<file path="src/shared/icp_map.svh">
// Address map, field positions, reset values and timing counts of the isolated input port
// Functional notes
// - Byte reads return inputs 1-32 at 0..3
// - Wide jumper allows 16-bit reads at 0, 2
// - Lowest input of a group at bit 0
// - Inputs readable at once after reset
// - Events on 1-16; AND only for 1-8
// - One request, routed by jumper to a line
// - Five causes raise the request
// - Event on level change or combined change
// - Run-down flagged when count passes 1 to 0
// - Three programmable 16-bit down counters
// - Counter signal, gate, trigger on fixed inputs
// - Timer mode counts jumper-selected reference
// - Gate from software or input; halts counting
// - Trigger from software or input; reloads start
// - Software inits, starts, stops, reads counters
// - Cause mask bits 0x1 to 0x10
`ifndef ICP_MAP_SVH
`define ICP_MAP_SVH
// Offsets in the I/O window
`define ICP_OFF_IN0 5'h00
`define ICP_OFF_IN1 5'h01
`define ICP_OFF_IN2 5'h02
`define ICP_OFF_IN3 5'h03
`define ICP_OFF_EV_CTRL 5'h04
`define ICP_OFF_EV_MASK1 5'h05
`define ICP_OFF_EV_MASK2 5'h06
`define ICP_OFF_CAUSE 5'h07
`define ICP_OFF_CNT_BASE 5'h08
`define ICP_OFF_CNT_END 5'h14
// Counter slice sub-offsets
`define ICP_CSUB_LO 2'h0
`define ICP_CSUB_HI 2'h1
`define ICP_CSUB_CTRL 2'h2
`define ICP_CSUB_CMD 2'h3
// Event control and command field positions
`define ICP_EV_EN1 0
`define ICP_EV_AND1 1
`define ICP_EV_EN2 2
`define ICP_CMD_INIT 0
`define ICP_CMD_TRIG 1
// Cause bit positions
`define ICP_CAUSE_EV1 0
`define ICP_CAUSE_EV2 1
`define ICP_CAUSE_CNT0 2
// Jumper vector positions
`define ICP_JMP_WIDE 0
`define ICP_JMP_REF 1
// Input channel of each counter, counter 0 in the low field, 0-based
`define ICP_SIG_CH {5'h11, 5'h09, 5'h0D}
`define ICP_GATE_CH {5'h13, 5'h0B, 5'h0F}
`define ICP_TRIG_CH {5'h12, 5'h0A, 5'h0E}
// Reset values
`define ICP_EV_CTRL_RST 3'h0
`define ICP_EV_MASK_RST 8'hFF
`define ICP_RELOAD_RST 16'hFFFF
// Timing
`define ICP_CLK_PERIOD_NS 8
`define ICP_REF0_PERIOD_NS 1000
`define ICP_REF1_PERIOD_NS 10000
`define ICP_REF0_DIV ((`ICP_REF0_PERIOD_NS + `ICP_CLK_PERIOD_NS - 1) / `ICP_CLK_PERIOD_NS)
`define ICP_REF1_DIV ((`ICP_REF1_PERIOD_NS + `ICP_CLK_PERIOD_NS - 1) / `ICP_CLK_PERIOD_NS)
`endif

</file>
<file path="src/shared/icp_pkg.sv">
// Types shared by the isolated input port modules
package icp_pkg;
  // Counter control byte
  typedef struct packed {
    logic trig_inv;
    logic trig_src;
    logic gate_sw;
    logic gate_inv;
    logic gate_src;
    logic timer;
    logic run;
  } icp_cnt_ctrl_t;
  // Counter status seen by software
  typedef enum logic [1:0] {
    ICP_CS_IDLE = 2'b00,
    ICP_CS_COUNT = 2'b01,
    ICP_CS_HELD = 2'b10,
    ICP_CS_DONE = 2'b11
  } icp_cnt_state_t;
  // State of one counter slice
  typedef struct packed {
    logic [15:0] count;
    logic sig_prev;
    logic trig_prev;
    logic rundown;
    icp_cnt_state_t state;
  } icp_cnt_reg_t;
  // State of the port top
  typedef struct packed {
    logic [31:0] sync1;
    logic [31:0] sync2;
    logic [4:0] jsync1;
    logic [4:0] jsync2;
    logic [15:0] ev_prev;
    logic [2:0] ev_ctrl;
    logic [7:0] ev_mask1;
    logic [7:0] ev_mask2;
    logic [4:0] cause;
    logic [2:0][15:0] reload;
    icp_cnt_ctrl_t [2:0] ctrl;
    logic [2:0] init;
    logic [2:0] trig_sw;
    logic [2:0][7:0] hi_latch;
    logic [15:0] pre;
    logic ref_tick;
    logic [15:0] rdata;
    logic rvalid;
    logic [6:0] irq;
  } icp_top_reg_t;
endpackage

</file>
<file path="src/shared/icp_if.sv">
// Interfaces between the port top and its counter and event slices
`timescale 1ns/10ps
interface icp_cnt_if;
  icp_pkg::icp_cnt_ctrl_t ctrl; // Programmed mode
  logic [15:0] reload; // Start value
  logic init; // Load start value pulse
  logic trig_sw; // Software trigger pulse
  logic ref_tick; // Timer reference tick
  logic sig_in; // Synchronised signal channel
  logic gate_in; // Synchronised gate channel
  logic trig_in; // Synchronised trigger channel
  logic [15:0] count; // Current count
  logic rundown; // One-cycle run-down pulse
  icp_pkg::icp_cnt_state_t state; // Slice status
  modport top (output ctrl, reload, init, trig_sw, ref_tick, sig_in, gate_in, trig_in,
    input count, rundown, state);
  modport cnt (input ctrl, reload, init, trig_sw, ref_tick, sig_in, gate_in, trig_in,
    output count, rundown, state);
endinterface

interface icp_evt_if;
  logic and_mode; // Combine by AND instead of OR
  logic [7:0] mask; // Channels taking part
  logic [7:0] cur; // Present levels
  logic [7:0] prev; // Levels one cycle earlier
  logic hit; // Event seen this cycle
  modport top (output and_mode, mask, cur, prev, input hit);
  modport evt (input and_mode, mask, cur, prev, output hit);
endinterface

</file>
<file path="src/verilog/icp_event.sv">
// Change-of-state detector for one group of eight channels
`timescale 1ns/10ps
module icp_event
(
  icp_evt_if.evt bus
);
  logic and_cur; // Combined AND of masked channels now
  logic and_prev; // Combined AND one cycle earlier

  // -----------------------------------------------------------
  // Event decision
  // -----------------------------------------------------------
  always_comb
  begin
    and_cur = &(bus.cur | ~bus.mask);
    and_prev = &(bus.prev | ~bus.mask);
    // AND: only a change of the combined result counts
    if (bus.and_mode)
    begin
      bus.hit = (and_cur != and_prev);
    end
    // OR: any edge on any masked channel counts
    else
    begin
      bus.hit = |((bus.cur ^ bus.prev) & bus.mask);
    end
  end
endmodule

</file>
<file path="src/verilog/icp_counter.sv">
// One 16-bit down counter/timer slice with gate, trigger and run-down pulse
`timescale 1ns/10ps
module icp_counter
(
  input wire logic clock,
  input wire logic resetn,
  icp_cnt_if.cnt bus
);
  icp_pkg::icp_cnt_reg_t s_ff; // Slice state
  icp_pkg::icp_cnt_reg_t nxt_s; // Next slice state
  logic gate_on; // Counting held
  logic trig_on; // Trigger level after polarity
  logic load; // Reload this cycle
  logic step; // One decrement request

  // -----------------------------------------------------------
  // Next state
  // -----------------------------------------------------------
  always_comb
  begin
    nxt_s = s_ff;
    gate_on = bus.ctrl.gate_src ? (bus.gate_in ^ bus.ctrl.gate_inv) : bus.ctrl.gate_sw;
    trig_on = bus.ctrl.trig_src & (bus.trig_in ^ bus.ctrl.trig_inv);
    load = bus.init | bus.trig_sw | (trig_on & ~s_ff.trig_prev);
    step = bus.ctrl.timer ? bus.ref_tick : (bus.sig_in & ~s_ff.sig_prev);
    nxt_s.sig_prev = bus.sig_in;
    nxt_s.trig_prev = trig_on;
    nxt_s.rundown = 1'b0;
    // Reload wins over counting
    if (load)
    begin
      nxt_s.count = bus.reload;
    end
    // Decrement, stopping at zero
    else if (bus.ctrl.run && !gate_on && step && s_ff.count != 16'h0000)
    begin
      nxt_s.count = s_ff.count - 16'h0001;
      nxt_s.rundown = (s_ff.count == 16'h0001);
    end
    // Status for readback
    if (nxt_s.count == 16'h0000)
      nxt_s.state = icp_pkg::ICP_CS_DONE;
    else if (!bus.ctrl.run)
      nxt_s.state = icp_pkg::ICP_CS_IDLE;
    else if (gate_on)
      nxt_s.state = icp_pkg::ICP_CS_HELD;
    else
      nxt_s.state = icp_pkg::ICP_CS_COUNT;
  end

  // Register the slice
  always_ff @(posedge clock or negedge resetn)
  begin
    if (!resetn)
      s_ff <= '{count: 16'h0000, sig_prev: 1'b0, trig_prev: 1'b0, rundown: 1'b0,
        state: icp_pkg::ICP_CS_DONE};
    else
      s_ff <= nxt_s;
  end

  assign bus.count = s_ff.count;
  assign bus.rundown = s_ff.rundown;
  assign bus.state = s_ff.state;
endmodule

</file>
<file path="src/verilog/icp_port.sv">
// Top of the isolated 32-channel input port with events and counters
`timescale 1ns/10ps
`include "icp_map.svh"
module icp_port
#(
  parameter logic [15:0] REF0_DIV = 16'(`ICP_REF0_DIV), // Clocks per reference tick, jumper off
  parameter logic [15:0] REF1_DIV = 16'(`ICP_REF1_DIV) // Clocks per reference tick, jumper on
)
(
  input wire logic clock,
  input wire logic resetn,
  input wire logic [31:0] din,
  input wire logic wide_access_jumper,
  input wire logic timer_reference_jumper,
  input wire logic [2:0] irq_route_jumper,
  input wire logic [4:0] io_addr,
  input wire logic io_rd,
  input wire logic io_wr,
  input wire logic io_wide,
  input wire logic [15:0] io_wdata,
  output logic [15:0] io_rdata,
  output logic io_rvalid,
  output logic [6:0] irq_line
);
  // -----------------------------------------------------------
  // Declarations
  // -----------------------------------------------------------
  icp_pkg::icp_top_reg_t s_ff; // All port state
  icp_pkg::icp_top_reg_t nxt_s; // Next port state
  logic [2:0][15:0] cnt_count; // Counts from the slices
  logic [2:0] cnt_rundown; // Run-down pulses from the slices
  logic [2:0][1:0] cnt_state; // Slice status codes
  logic [1:0] ev_hit; // Event pulses from the groups
  logic wide_ok; // Wide cycle allowed by jumper
  logic [4:0] cnt_off; // Offset inside the counter block
  logic [1:0] cnt_idx; // Selected counter
  logic [1:0] cnt_sub; // Register inside the slice
  logic cnt_hit; // Access falls on a counter slice
  logic [4:0] cause_set; // Causes raised this cycle
  logic [4:0] cause_clr; // Causes cleared by software
  logic [15:0] ref_div; // Active reference divider
  logic [14:0] sig_ch; // Signal channel numbers
  logic [14:0] gate_ch; // Gate channel numbers
  logic [14:0] trig_ch; // Trigger channel numbers
  logic irq_req; // Any cause pending

  icp_cnt_if cnt_bus [3] (); // Links to the counter slices
  icp_evt_if ev_bus [2] (); // Links to the event groups

  assign sig_ch = `ICP_SIG_CH;
  assign gate_ch = `ICP_GATE_CH;
  assign trig_ch = `ICP_TRIG_CH;

  // -----------------------------------------------------------
  // Counter slices
  // -----------------------------------------------------------
  genvar gi;
  generate
    for (gi = 0; gi < 3; gi++)
    begin : g_cnt
      // Channels are fixed per slice
      assign cnt_bus[gi].sig_in = s_ff.sync2[sig_ch[gi*5 +: 5]];
      assign cnt_bus[gi].gate_in = s_ff.sync2[gate_ch[gi*5 +: 5]];
      assign cnt_bus[gi].trig_in = s_ff.sync2[trig_ch[gi*5 +: 5]];
      assign cnt_bus[gi].ctrl = s_ff.ctrl[gi];
      assign cnt_bus[gi].reload = s_ff.reload[gi];
      assign cnt_bus[gi].init = s_ff.init[gi];
      assign cnt_bus[gi].trig_sw = s_ff.trig_sw[gi];
      assign cnt_bus[gi].ref_tick = s_ff.ref_tick;
      assign cnt_count[gi] = cnt_bus[gi].count;
      assign cnt_rundown[gi] = cnt_bus[gi].rundown;
      assign cnt_state[gi] = cnt_bus[gi].state;
      // One slice per counter
      icp_counter u_cnt
      (
        .clock(clock),
        .resetn(resetn),
        .bus(cnt_bus[gi])
      );
    end
  endgenerate

  // -----------------------------------------------------------
  // Event groups
  // -----------------------------------------------------------
  generate
    for (gi = 0; gi < 2; gi++)
    begin : g_evt
      // Only the first group may combine by AND
      assign ev_bus[gi].and_mode = (gi == 0) ? s_ff.ev_ctrl[`ICP_EV_AND1] : 1'b0;
      assign ev_bus[gi].mask = (gi == 0) ? s_ff.ev_mask1 : s_ff.ev_mask2;
      assign ev_bus[gi].cur = s_ff.sync2[gi*8 +: 8];
      assign ev_bus[gi].prev = s_ff.ev_prev[gi*8 +: 8];
      assign ev_hit[gi] = ev_bus[gi].hit;
      // Change-of-state detector
      icp_event u_evt
      (
        .bus(ev_bus[gi])
      );
    end
  endgenerate

  // -----------------------------------------------------------
  // Next state
  // -----------------------------------------------------------
  always_comb
  begin
    nxt_s = s_ff;
    // Pins and jumpers pass two flops before use
    nxt_s.sync1 = din;
    nxt_s.sync2 = s_ff.sync1;
    nxt_s.jsync1 = {irq_route_jumper, timer_reference_jumper, wide_access_jumper};
    nxt_s.jsync2 = s_ff.jsync1;
    // Previous levels for change detection
    nxt_s.ev_prev = s_ff.sync2[15:0];
    wide_ok = io_wide && s_ff.jsync2[`ICP_JMP_WIDE];
    cnt_off = io_addr - `ICP_OFF_CNT_BASE;
    cnt_idx = cnt_off[3:2];
    cnt_sub = cnt_off[1:0];
    cnt_hit = (io_addr >= `ICP_OFF_CNT_BASE) && (io_addr < `ICP_OFF_CNT_END);
    // Command pulses last one cycle
    nxt_s.init = 3'h0;
    nxt_s.trig_sw = 3'h0;
    cause_clr = 5'h00;

    // Reference prescaler for timer mode
    ref_div = s_ff.jsync2[`ICP_JMP_REF] ? REF1_DIV : REF0_DIV;
    if (s_ff.pre >= ref_div - 16'h0001)
    begin
      nxt_s.pre = 16'h0000;
      nxt_s.ref_tick = 1'b1;
    end
    else
    begin
      nxt_s.pre = s_ff.pre + 16'h0001;
      nxt_s.ref_tick = 1'b0;
    end

    // Read path, answer one cycle later
    nxt_s.rvalid = io_rd;
    if (io_rd)
    begin
      nxt_s.rdata = 16'h0000;
      // Input bytes and words, no side effect
      if (io_addr <= `ICP_OFF_IN3)
      begin
        if (wide_ok && !io_addr[0])
          nxt_s.rdata = s_ff.sync2[io_addr[1]*16 +: 16];
        else
          nxt_s.rdata = {8'h00, s_ff.sync2[io_addr[1:0]*8 +: 8]};
      end
      // Event and cause registers
      else if (io_addr == `ICP_OFF_EV_CTRL)
        nxt_s.rdata = {13'h0000, s_ff.ev_ctrl};
      else if (io_addr == `ICP_OFF_EV_MASK1)
        nxt_s.rdata = {8'h00, s_ff.ev_mask1};
      else if (io_addr == `ICP_OFF_EV_MASK2)
        nxt_s.rdata = {8'h00, s_ff.ev_mask2};
      else if (io_addr == `ICP_OFF_CAUSE)
        nxt_s.rdata = {11'h000, s_ff.cause};
      // Counter slices
      else if (cnt_hit)
      begin
        case (cnt_sub)
          `ICP_CSUB_LO:
          begin
            // Whole word at once, or low byte with high byte latched
            if (wide_ok)
              nxt_s.rdata = cnt_count[cnt_idx];
            else
            begin
              nxt_s.rdata = {8'h00, cnt_count[cnt_idx][7:0]};
              nxt_s.hi_latch[cnt_idx] = cnt_count[cnt_idx][15:8];
            end
          end
          `ICP_CSUB_HI:
            nxt_s.rdata = {8'h00, s_ff.hi_latch[cnt_idx]};
          `ICP_CSUB_CTRL:
            nxt_s.rdata = {9'h000, s_ff.ctrl[cnt_idx]};
          `ICP_CSUB_CMD:
            nxt_s.rdata = {14'h0000, cnt_state[cnt_idx]};
          default:
            nxt_s.rdata = 16'h0000;
        endcase
      end
      // Unmapped offsets read as zero
      else
        nxt_s.rdata = 16'h0000;
    end

    // Write path
    if (io_wr)
    begin
      // Event configuration
      if (io_addr == `ICP_OFF_EV_CTRL)
        nxt_s.ev_ctrl = io_wdata[2:0];
      else if (io_addr == `ICP_OFF_EV_MASK1)
        nxt_s.ev_mask1 = io_wdata[7:0];
      else if (io_addr == `ICP_OFF_EV_MASK2)
        nxt_s.ev_mask2 = io_wdata[7:0];
      // Writing ones clears causes
      else if (io_addr == `ICP_OFF_CAUSE)
        cause_clr = io_wdata[4:0];
      // Counter programming
      else if (cnt_hit)
      begin
        case (cnt_sub)
          `ICP_CSUB_LO:
          begin
            if (wide_ok)
              nxt_s.reload[cnt_idx] = io_wdata;
            else
              nxt_s.reload[cnt_idx][7:0] = io_wdata[7:0];
          end
          `ICP_CSUB_HI:
            nxt_s.reload[cnt_idx][15:8] = io_wdata[7:0];
          `ICP_CSUB_CTRL:
            nxt_s.ctrl[cnt_idx] = io_wdata[6:0];
          `ICP_CSUB_CMD:
          begin
            nxt_s.init[cnt_idx] = io_wdata[`ICP_CMD_INIT];
            nxt_s.trig_sw[cnt_idx] = io_wdata[`ICP_CMD_TRIG];
          end
          default:
            nxt_s.init = 3'h0;
        endcase
      end
    end

    // Causes: a new event wins over a clear in the same cycle
    cause_set = {cnt_rundown, ev_hit[1] & s_ff.ev_ctrl[`ICP_EV_EN2],
      ev_hit[0] & s_ff.ev_ctrl[`ICP_EV_EN1]};
    nxt_s.cause = (s_ff.cause & ~cause_clr) | cause_set;

    // Single request steered to the jumpered line
    irq_req = |s_ff.cause;
    for (int k = 0; k < 7; k++)
    begin
      nxt_s.irq[k] = irq_req && (s_ff.jsync2[4:2] == 3'(k));
    end
  end

  // -----------------------------------------------------------
  // State register
  // -----------------------------------------------------------
  always_ff @(posedge clock or negedge resetn)
  begin
    if (!resetn)
    begin
      s_ff <= '0;
      s_ff.ev_ctrl <= `ICP_EV_CTRL_RST;
      s_ff.ev_mask1 <= `ICP_EV_MASK_RST;
      s_ff.ev_mask2 <= `ICP_EV_MASK_RST;
      s_ff.reload <= {3{`ICP_RELOAD_RST}};
    end
    else
    begin
      s_ff <= nxt_s;
    end
  end

  // Outputs straight from flops
  assign io_rdata = s_ff.rdata;
  assign io_rvalid = s_ff.rvalid;
  assign irq_line = s_ff.irq;
endmodule

</file>
<file path="config.mk">
export PLATFORM = sky130hd
export DESIGN_NAME = icp_port
export DESIGN_NICKNAME = d
export VERILOG_FILES = /design/src/shared/icp_pkg.sv /design/src/shared/icp_if.sv /design/src/verilog/icp_event.sv /design/src/verilog/icp_counter.sv /design/src/verilog/icp_port.sv
export VERILOG_INCLUDE_DIRS = /design/src /design/src/shared
export SDC_FILE = /design/constraint.sdc
export NUM_CORES = 1
export LEC_CHECK = 0
export BUFFER_PORTS_ARGS = -buffer_cell sky130_fd_sc_hd__buf_2
export CORE_MARGIN = 1
export CORE_UTILIZATION = 40
export CTS_BUF_LIST = sky130_fd_sc_hd__clkbuf_8
export DETAILED_ROUTE_END_ITERATION = 8
export SLEW_MARGIN = 10
export SYNTH_ARGS = -nofsm -noshare
export SYNTH_HDL_FRONTEND = slang
export SYNTH_HIERARCHICAL = 1
export SYNTH_SLANG_ARGS = --single-unit
export TNS_END_PERCENT = 50
</file>
<file path="constraint.sdc">
create_clock -name clock -period 5.1 [get_ports clock]
set_input_delay 0.255 -clock clock [delete_from_list [all_inputs] [get_ports clock]]
set_output_delay 0.255 -clock clock [all_outputs]
set_load 0.01 [all_outputs]
</file>
Yosys cells after proc, flatten, opt, wreduce, memory -nomap -nowiden

Index checks and enable logic that the tools add are counted.

Bits in registers: 317
Output and inout port bits: 24
Word-level logic and storage cells: 258

Add/sub/neg operators: 6
$lt $le $gt $ge: 6
Equality and inequality tests: 17
Shift-type cells: 2
Multiplexer cells: 78
Bitwise logic cells: 47
Reduce and logical (&&, ||, !) cells: 44

Operators by type and width:

| kind                  | count |
|---|---|
| $mux 16               | 17 |
| $bwmux 48             | 3 |
| $demux 16 s2          | 3 |
| $pmux 48 s2           | 1 |
| $pmux 16 s4           | 1 |
| $eq 16x1->1 const B   | 3 |
| $logic_not 16->1      | 3 |
| $mux 48               | 1 |
| $reduce_bool 16->1    | 3 |
| $sub 16x1->16 const B | 3 |
| $mux 6                | 7 |
| $bmux 16 s2           | 1 |
| $shiftx 32x6->16      | 1 |
| $shiftx 32x6->8       | 1 |
| $mux 5                | 5 |
| $bwmux 24             | 1 |
| $mux 8                | 3 |
| $bwmux 21             | 1 |
| $eq 5x3->1 const B    | 4 |
| $logic_and 1x1->1     | 20 |
| $mux 2                | 10 |
| $mux 17               | 1 |
| $add 16x1->16 const B | 1 |
| $and 8x8->8           | 2 |
| other kinds (46)      | 104 |

Logic depth before layout (Yosys ltp)

Gate-level depths: netlist of run 1.

Word-level depth: 13
Depth in mapped cells: 9
Gate-level depth less buffers: 9

Hierarchy

Netlist of run 1, hierarchy kept.

By module, submodules not included:

| module      | times used | cells each | area each (um2) |
|---|---|---|---|
| icp_port    | 1          | 825        | 10,628.9 |
| icp_counter | 3          | 177        | 1,617.8 |
| icp_event   | 2          | 33         | 225.2 |

Worst setup path before layout of run 1

Ideal clock, no wire load.

Path kind: reg2reg
Start point: register g_cnt[0].u_cnt.s_ff (netlist bit g_cnt[0].u_cnt/bus.count[8])
End point: register g_cnt[0].u_cnt.s_ff (netlist bit g_cnt[0].u_cnt/bus.state[0])
Library setup time: 0.091 ns
Data arrival time: 2.640 ns
Data required time: 5.009 ns
Setup slack: 2.369 ns
Stages on the path, launching flop included: 9
Period minus slack after synthesis: 2.731 ns
Path through: dfrtp_1 > or4_4 > buf_6 > nor4_4 > nor3_2 > or2_0 > a311oi_1 > or4b_1 > o31ai_1

RTL lines:

| item                   | line              | RTL |
|---|---|---|
| from (decl)            | icp_counter.sv:9  | `icp_pkg::icp_cnt_reg_t s_ff;` |
| from (signal assigned) | icp_counter.sv:55 | `s_ff <= '{count: 16'h0000, sig_prev: 1'b0, trig_prev: 1'b0, rundown: 1'b0,` |
| from (signal assigned) | icp_counter.sv:58 | `s_ff <= nxt_s;` |

==> run metrics, run 1 <==
outcome=finished, final reports clean; Syn Area/Cell=between 10 and 15 sq um; CTS max path bufs=3; RSZ-0062 raised after global routing=no; count leader, synth=dfrtp_1; met3 usage=0.03741; core area=39010 sq um; clk_skew=0.03114 ns; crit end category=flip-flop; period utilization=0.6475; yosys warns=6; clk_lat worst skew=0.65 ns; hold crit path type=input pin to flip-flop; synth unique cells=84; number of buffers inserted by port buffering=86; Hold Path End=cnt_bus[1].reload[8]; first-pass GRT wire length=between 70000 and 80000 microns; FF+latch count, synth=317; Slew Limit Fails=0; post-route ant nets=0; top_reg_cell synth=dfrtp_1; die area=40630 sq um; HPWL Detailed=~32000 microns; DRC viols=0; postcts setup bufs=0; reg2reg start=ev_bus[1].cur[5]; share of power burned in registers=0.430; Die Wd=201.6 microns; Area Growth Syn to Fin=11.37%; mapped cell area=15930 sq um; CTS Sinks=around 320; post-cts sizing count=0; worst path buffer plus inverter count=0; sequential-to-total area share from yosys stat=0.5034; Crit path max-delay family=simple AND/OR/NAND/NOR gates; Ports=87; number of global-route vias before repair=11550; largest net degree at the start of global routing=156; Logic pwr share=0.267; Vias/cell=5.628; Initial Utilization=0.4085; critical path's largest stage delay=between 0.5 and 0.6 ns; H-tree levels=2; Hold Vio Cnt, Final=0; worst path arrival time=3.85 ns; ordered list of cells on the worst path=nor3b_1 -> nor2_1 -> o41ai_1 -> a31oi_1 -> a311oi_1 -> or4b_1 -> o31ai_1; Worst VDD drop=0.2068 mV; Tmin final=3.302 ns; # hold bufs at CTS=40; Slew @ Worst Pin=0.9944 ns; Post-synth top cells=dfrtp_1, nand2_1, mux2_2; Post-synth ARST share=1.000; f_max=302.8 MHz; Gate Count Post-Synth=1422; maxcap violations=0; r2r setup slk=1.80 ns; Slowest-stage cell, CP=nor3b_1; met1 Use GR=0.3267; total CTS buffers=55; clock power share=0.303; hold path cells=3; GRT Total Usage=0.2311; Sw Share=0.3530; number of detailed-route iterations in the first pass=6; Final GP Congestion=0.9574; largest fanout on the critical path=11; CP required=5.65 ns; layout cells sized above 1=0.2799; initial antenna violation count=2; min-delay src=io_wdata[8]; GR Util met2=0.3665; clk slew on worst S/H paths=0.06 ns; Static Leak=around 7.6 nW; Die Y=slightly above 200 microns; pwr/cell area=456.1 nW/um^2; post-synth top area cell=dfrtp_1; GR peak layer=met2; WHS=around 0.077 ns; type of the worst setup path=flip-flop to flip-flop; WL per Instance=22.54 microns; Synth area leaders=dfrtp_1, dfstp_2, mux2_2; Initial DRC Count=slightly below 900; reg2reg end=g_cnt[0].u_cnt/bus.state[0]; Synth top area share=0.3879; Rows=72; fillers=3671; Net Switching=about 2.9 mW; nets=about 1600; Int Power=about 5.2 mW; Routed WL=46000 microns; CTS tree=built; max_slew headroom=0.3350; number of enable flip-flop cells after synthesis=0; Worst Reg-to-Reg Cells=7; Setup TNS=0 ns; grt ovf=0; Critical Path Start Type=flip-flop; via count=between 10000 and 15000; final setup vio count=0; Clock Tree Root=clkbuf_8
cell families after synthesis:
group,count (synthesis),share of synthesized area
AND/OR/NAND/NOR,426,0.1566
adder cells (fa/ha/maj),13,0.01021
multiplexers,145,0.1052
other,1,0.0002354
AO/OA/AOI/OAI,285,0.1242
flip-flops,317,0.5034
XOR/XNOR,57,0.03133
buffers and inverters,178,0.06887
state kept, by name (all words and copies together), names as in the netlist, 21 cells and up:
register / flops
cnt_bus.ctrl: 21
s_ff: 68
g_cnt.u_cnt/bus.count: 48
nxt_s: 37
cnt_bus.reload: 48
worst reg2reg max path, stage by stage, from the launching register on:
cell	delay, ns
dfrtp_1	0.56
nor3b_1	0.57
nor2_1	0.35
o41ai_1	0.42
a31oi_1	0.15
a311oi_1	0.40
or4b_1	0.50
o31ai_1	0.27
per-stage QoR:
step,std cells,power (mW),util,setup WS [ns],instance area [sq um]
after global routing,2041,8.510,0.4549,1.692,17740
after global placement,1898,5.608,0.4143,1.865,16160
final,2041,8.093,0.4549,1.798,17740
after floorplan,1426,5.189,-,2.369,15950
after detailed placement,1898,5.610,0.4143,1.887,16160
after CTS,2040,8.132,0.4548,1.858,17740
cells in the final DEF, fill, tap and decap left out, drive strengths merged, types with 11 or more instances in the layout:
master / n
a221o: 12
o22ai: 25
or2: 22
nand3: 22
clkbuf: 69
nor4: 41
nand2: 95
nand2b: 24
a21oi: 32
o21ai: 75
and2: 20
nor3: 23
ha: 13
buf: 95
mux2: 100
mux2i: 37
dfrtp: 247
inv: 59
or4: 21
or3: 15
xor2: 15
nand4: 18
dlygate4sd3: 40
a21o: 13
dfstp: 70
o31ai: 18
a31oi: 28
xnor2: 42
nor2: 77
a31o: 11
final cells by class:
class / instances / area (sq um) / area share
Inverter: 37 / 141.4 / 0.007968
Antenna cell: 1 / 2.502 / 0.0001410
Clock inverter: 33 / 231.5 / 0.01304
Timing Repair Buffer: 135 / 920.9 / 0.05190
Clock buffer: 69 / 949.7 / 0.05352
Multi-Input combinational cell: 931 / 6830 / 0.3849
Tap cell: 518 / 648.1 / 0.03653
Sequential cell: 317 / 8020 / 0.4520
worst max path at each step:
stage / depth (start not counted) / slack, ns / from / end
2_1_floorplan: 8 / 2.37 / g_cnt[0].u_cnt/bus.count[8] / g_cnt[0].u_cnt/bus.state[0]
3_3_place_gp: 9 / 1.87 / g_cnt[1].u_cnt/bus.count[0] / g_cnt[1].u_cnt/bus.state[0]
3_5_place_dp: 7 / 1.89 / ev_bus[1].cur[5] / g_cnt[0].u_cnt/bus.state[1]
4_1_cts: 7 / 1.86 / ev_bus[1].cur[5] / g_cnt[0].u_cnt/bus.state[1]
5_1_grt: 9 / 1.69 / g_cnt[1].u_cnt/bus.count[0] / g_cnt[1].u_cnt/bus.state[1]
6_report: 7 / 1.80 / ev_bus[1].cur[5] / g_cnt[0].u_cnt/bus.state[0]
layer usage:
metal	part of all wire	routed length [microns]	vias up
met4	0.020	923	0
met2	0.47	21540	356
met1	0.45	20870	5830
met5	0	0	-
met3	0.058	2661	57
li1	-	-	5244
power groups by stage:
stage / Sequential [mW] / Clock [mW] / Combinational (mW)
6_report: 3.48 / 2.45 / 2.16
5_1_grt: 3.54 / 2.63 / 2.34
4_1_cts: 3.47 / 2.52 / 2.14
3_5_place_dp: 3.51 / 0 / 2.10
2_1_floorplan: 3.32 / 0 / 1.87
3_3_place_gp: 3.50 / 0 / 2.11
Note: power is estimated with default switching activity, not from simulation.
==> run 2: changes to the inputs <==
--- a/config.mk
+++ b/config.mk
@@ -6,6 +6,7 @@
 export SDC_FILE = /design/constraint.sdc
 export NUM_CORES = 1
 export LEC_CHECK = 0
+export ABC_AREA = 1
 export BUFFER_PORTS_ARGS = -buffer_cell sky130_fd_sc_hd__buf_2
 export CORE_MARGIN = 1
 export CORE_UTILIZATION = 40
==> constraint.sdc (replaced) <==
create_clock -name clock -period 2.8 [get_ports clock]
set_input_delay 0.14 -clock clock [delete_from_list [all_inputs] [get_ports clock]]
set_output_delay 0.14 -clock clock [all_outputs]
set_load 0.01 [all_outputs]
==> run 2 against run 1 <==
Against the previous run: cell count up 37%; core utilization up 0.64 points; clock skew up 0.0044 ns; wire length up 4.3%; largest power group unchanged.
==> run metrics, run 2 <==
grt ovf=0 (unchanged); Worst path most repeated cell=nand2_1; Die Y=205.3 microns (+1.9%); Routed WL=48000 microns (+4.3%); clk_lat worst skew=0.67 ns (+0.02 ns); max FFs per register=68 (unchanged); number of buffers inserted by port buffering=86 (unchanged); Area Growth Syn to Fin=13.90%; core area=40830 sq um (+4.7%); Hold Vio Cnt, Final=0 (unchanged); Initial Utilization=0.4050 (-0.003448); Clock Tree Root=clkbuf_8; Ports=87 (unchanged); H-tree levels=2 (unchanged); initial antenna violation count=0 (-2); Slew Limit Fails=0 (unchanged); # diodes=0 (-1); clk_skew=0.03550 ns (+0.004358 ns); total CTS buffers=55 (unchanged); f_max=443.4 MHz (+46%); count leader, synth=nand2_1; maxcap violations=0 (unchanged); number of global-route vias before repair=13270 (+15%); fillers=4025 (+9.6%); post-synth top area cell=dfrtp_1; Setup TNS=0 ns (unchanged); RSZ-0062 raised after global routing=no; worst path arrival time=2.83 ns (-1.02 ns); Vias/cell=4.979 (-12%); CTS Sinks=317 (unchanged); Die Wd=205.3 microns (+1.9%); most frequent cells in the layout=nand2_1, dfrtp_1, inv_1, nand3_1, nor2_1; number of enable flip-flop cells after synthesis=0 (unchanged); r2r setup slk=0.54 ns (-1.25 ns); Top reg by flops=s_ff; max_slew headroom=0.4314 (+0.09643); area post-placement=17100 sq um (+5.8%); ordered list of cells on the worst path=inv_1 -> ha_1 -> nand2_2 -> nor2_2 -> nand2_4 -> nand2_4 -> nand2_1 -> nand2_1 -> nand2_1 -> nand2_1 -> nand2_1 -> nor2_1 -> nand2_1 -> o21ai_1; Post-synth ARST share=1.000 (unchanged); nets=2286 (+47%); Syn Area/Cell=7.830 sq um (-30%); critical path's largest stage delay=0.42 ns (-0.15 ns); yosys warns=6 (unchanged); Static Leak=9.437 nW (+25%); CP required=3.37 ns (-2.28 ns); Synth area leaders=dfrtp_1, nand2_1, dfstp_2; final setup vio count=0 (unchanged); FF+latch count, synth=317 (unchanged); Slew @ Worst Pin=0.8498 ns (-0.1446 ns); Gate Count Post-Synth=2112 (+49%); DRC viols=0 (unchanged); Initial DRC Count=1118 (+27%); CTS tree=built; die area=42160 sq um (+3.8%); Tmin final=2.255 ns (-1.047 ns); mapped cell area=16540 sq um (+3.8%); first-pass GRT wire length=74360 microns (+3.8%); type of the worst setup path=flip-flop to flip-flop; Post-synth top cells=nand2_1, dfrtp_1, inv_1; pwr/cell area=806.4 nW/um^2 (+77%); Synth top area share=0.3738 (-0.01418); HPWL Detailed=35380 microns (+10%); largest net degree at the start of global routing=86 (-45%); largest fanout on the critical path=17 (+6); Rows=74 (+2.8%); postcts setup bufs=0 (unchanged); via count=13880 (+21%); post-cts sizing count=0 (unchanged); Post-Layout Inst Area=18840 sq um (+6.1%); CTS max path bufs=3 (unchanged); GRT Total Usage=0.2324 (+0.001233); WL per Instance=17.22 microns (-24%); sequential-to-total area share from yosys stat=0.4850 (-0.01840); Critical Path Start Type=flip-flop; WHS=0.03504 ns (-0.04194 ns); Worst VDD drop=0.3860 mV (+87%); number of detailed-route iterations in the first pass=5 (-1); worst path buffer plus inverter count=1 (+1); layout cells sized above 1=0.1858 (-0.09409); synth unique cells=53 (-37%); Crit path max-delay family=simple AND/OR/NAND/NOR gates; Slowest-stage cell, CP=dfrtp_1; hold crit path type=input pin to flip-flop; post-route ant nets=0 (unchanged); Util after Layout=0.4613 (+0.006397); top_reg_cell synth=dfrtp_1; outcome=finished, final reports clean; clk slew on worst S/H paths=0.06 ns (about the same); crit end category=flip-flop; period utilization=0.8055 (+0.1579); most common cell after layout, fill and taps aside=nand2_1; Final GP Congestion=0.8962 (-6.4%)
run 2: cell count changes after synthesis, moves of 38 or more:
cell and change:
inv_1 +200, mux2_2 -85, nand2_1 +616, nand3_1 +111, nor2_1 +50, o21ai_0 +47
xnor2_1 -38
run 2: metal layers:
| layer | part of all wire | routed length (microns) | track usage | up-vias |
|---|---|---|---|---|
| met5 | 0 | 0 | 0 | - |
| met4 | 0.026 | 1238 | 0.07831 | 0 |
| met3 | 0.060 | 2860 | 0.03849 | 89 |
| met2 | 0.45 | 21800 | 0.3663 | 429 |
| met1 | 0.46 | 22100 | 0.3235 | 6610 |
| li1 | - | - | - | 6749 |
run 2: layout make-up:
type | instances | area [sq um] | area share
Sequential cell | 317 | 8020 | 0.4258
Multi-Input combinational cell | 1419 | 6736 | 0.3576
Timing Repair Buffer | 166 | 1229 | 0.06523
Clock buffer | 75 | 1032 | 0.05480
Inverter | 251 | 944.7 | 0.05015
Tap cell | 532 | 665.6 | 0.03534
Clock inverter | 27 | 207.7 | 0.01103
run 2: worst paths after layout:
check | cells after the start | start | endpoint
hold / removal | 5 | io_wdata[8] | cnt_bus[0].reload[8]
min in group asynchronous | 2 | resetn | irq_line[5]
max in group asynchronous | 3 | resetn | ev_bus[0].mask[2]
hold reg to reg | 0 | nxt_s[204] | ev_bus[1].cur[6]
setup reg to reg | 14 | g_cnt[1].u_cnt/bus.count[0] | g_cnt[1].u_cnt/bus.state[0]
setup / recovery | 14 | g_cnt[1].u_cnt/bus.count[0] | g_cnt[1].u_cnt/bus.state[0]
run 2: what timing repair did:
| item | CTS | global route |
|---|---|---|
| endpoints found under the hold margin | 176 | 0 |
| hold buffers | 50 | 0 |
| endpoints found under the setup margin | 0 | 0 |
run 2: cell families (layout without fill, tap and decap cells):
family / count (synthesis) / after routing / share of synthesized area
buffers and inverters: 381 / 519 / 0.1088
AOI/OAI and AO/OA: 227 / 227 / 0.07332
xor gates and xnor gates: 22 / 22 / 0.01165
other: 1 / 6 / 0.0002268
and+or+nand+nor: 1149 / 1149 / 0.3100
muxes: 2 / 2 / 0.001211
DFF: 317 / 317 / 0.4850
adders and majority gates: 13 / 13 / 0.009836
run 2: report_power, final:
| part | leakage [nW] | internal (mW) | switching, mW |
|---|---|---|---|
| Clock | 0.680 | 2.67 | 2.01 |
| Combinational | 4.99 | 1.41 | 2.57 |
| Sequential | 3.76 | 5.50 | 1.04 |
run 2: per-stage QoR:
step                      worst slack, ns  total power, mW  instances
after floorplan                     1.026            9.513       2117
after global placement             0.6281            10.40       2635
after detailed placement           0.5961            10.48       2635
after CTS                          0.5791            15.26       2787
after global routing               0.3611            16.15       2787
final                              0.5446            15.19       2787
run 2: worst register-to-register path: stages (launching register included):
cell and delay (ns):
dfrtp_1 0.42, inv_1 0.13, ha_1 0.32, nand2_2 0.14, nor2_2 0.17, nand2_4 0.11
nand2_4 0.21, nand2_1 0.08, nand2_1 0.06, nand2_1 0.05, nand2_1 0.08, nand2_1 0.06
nor2_1 0.12, nand2_1 0.09, o21ai_1 0.15
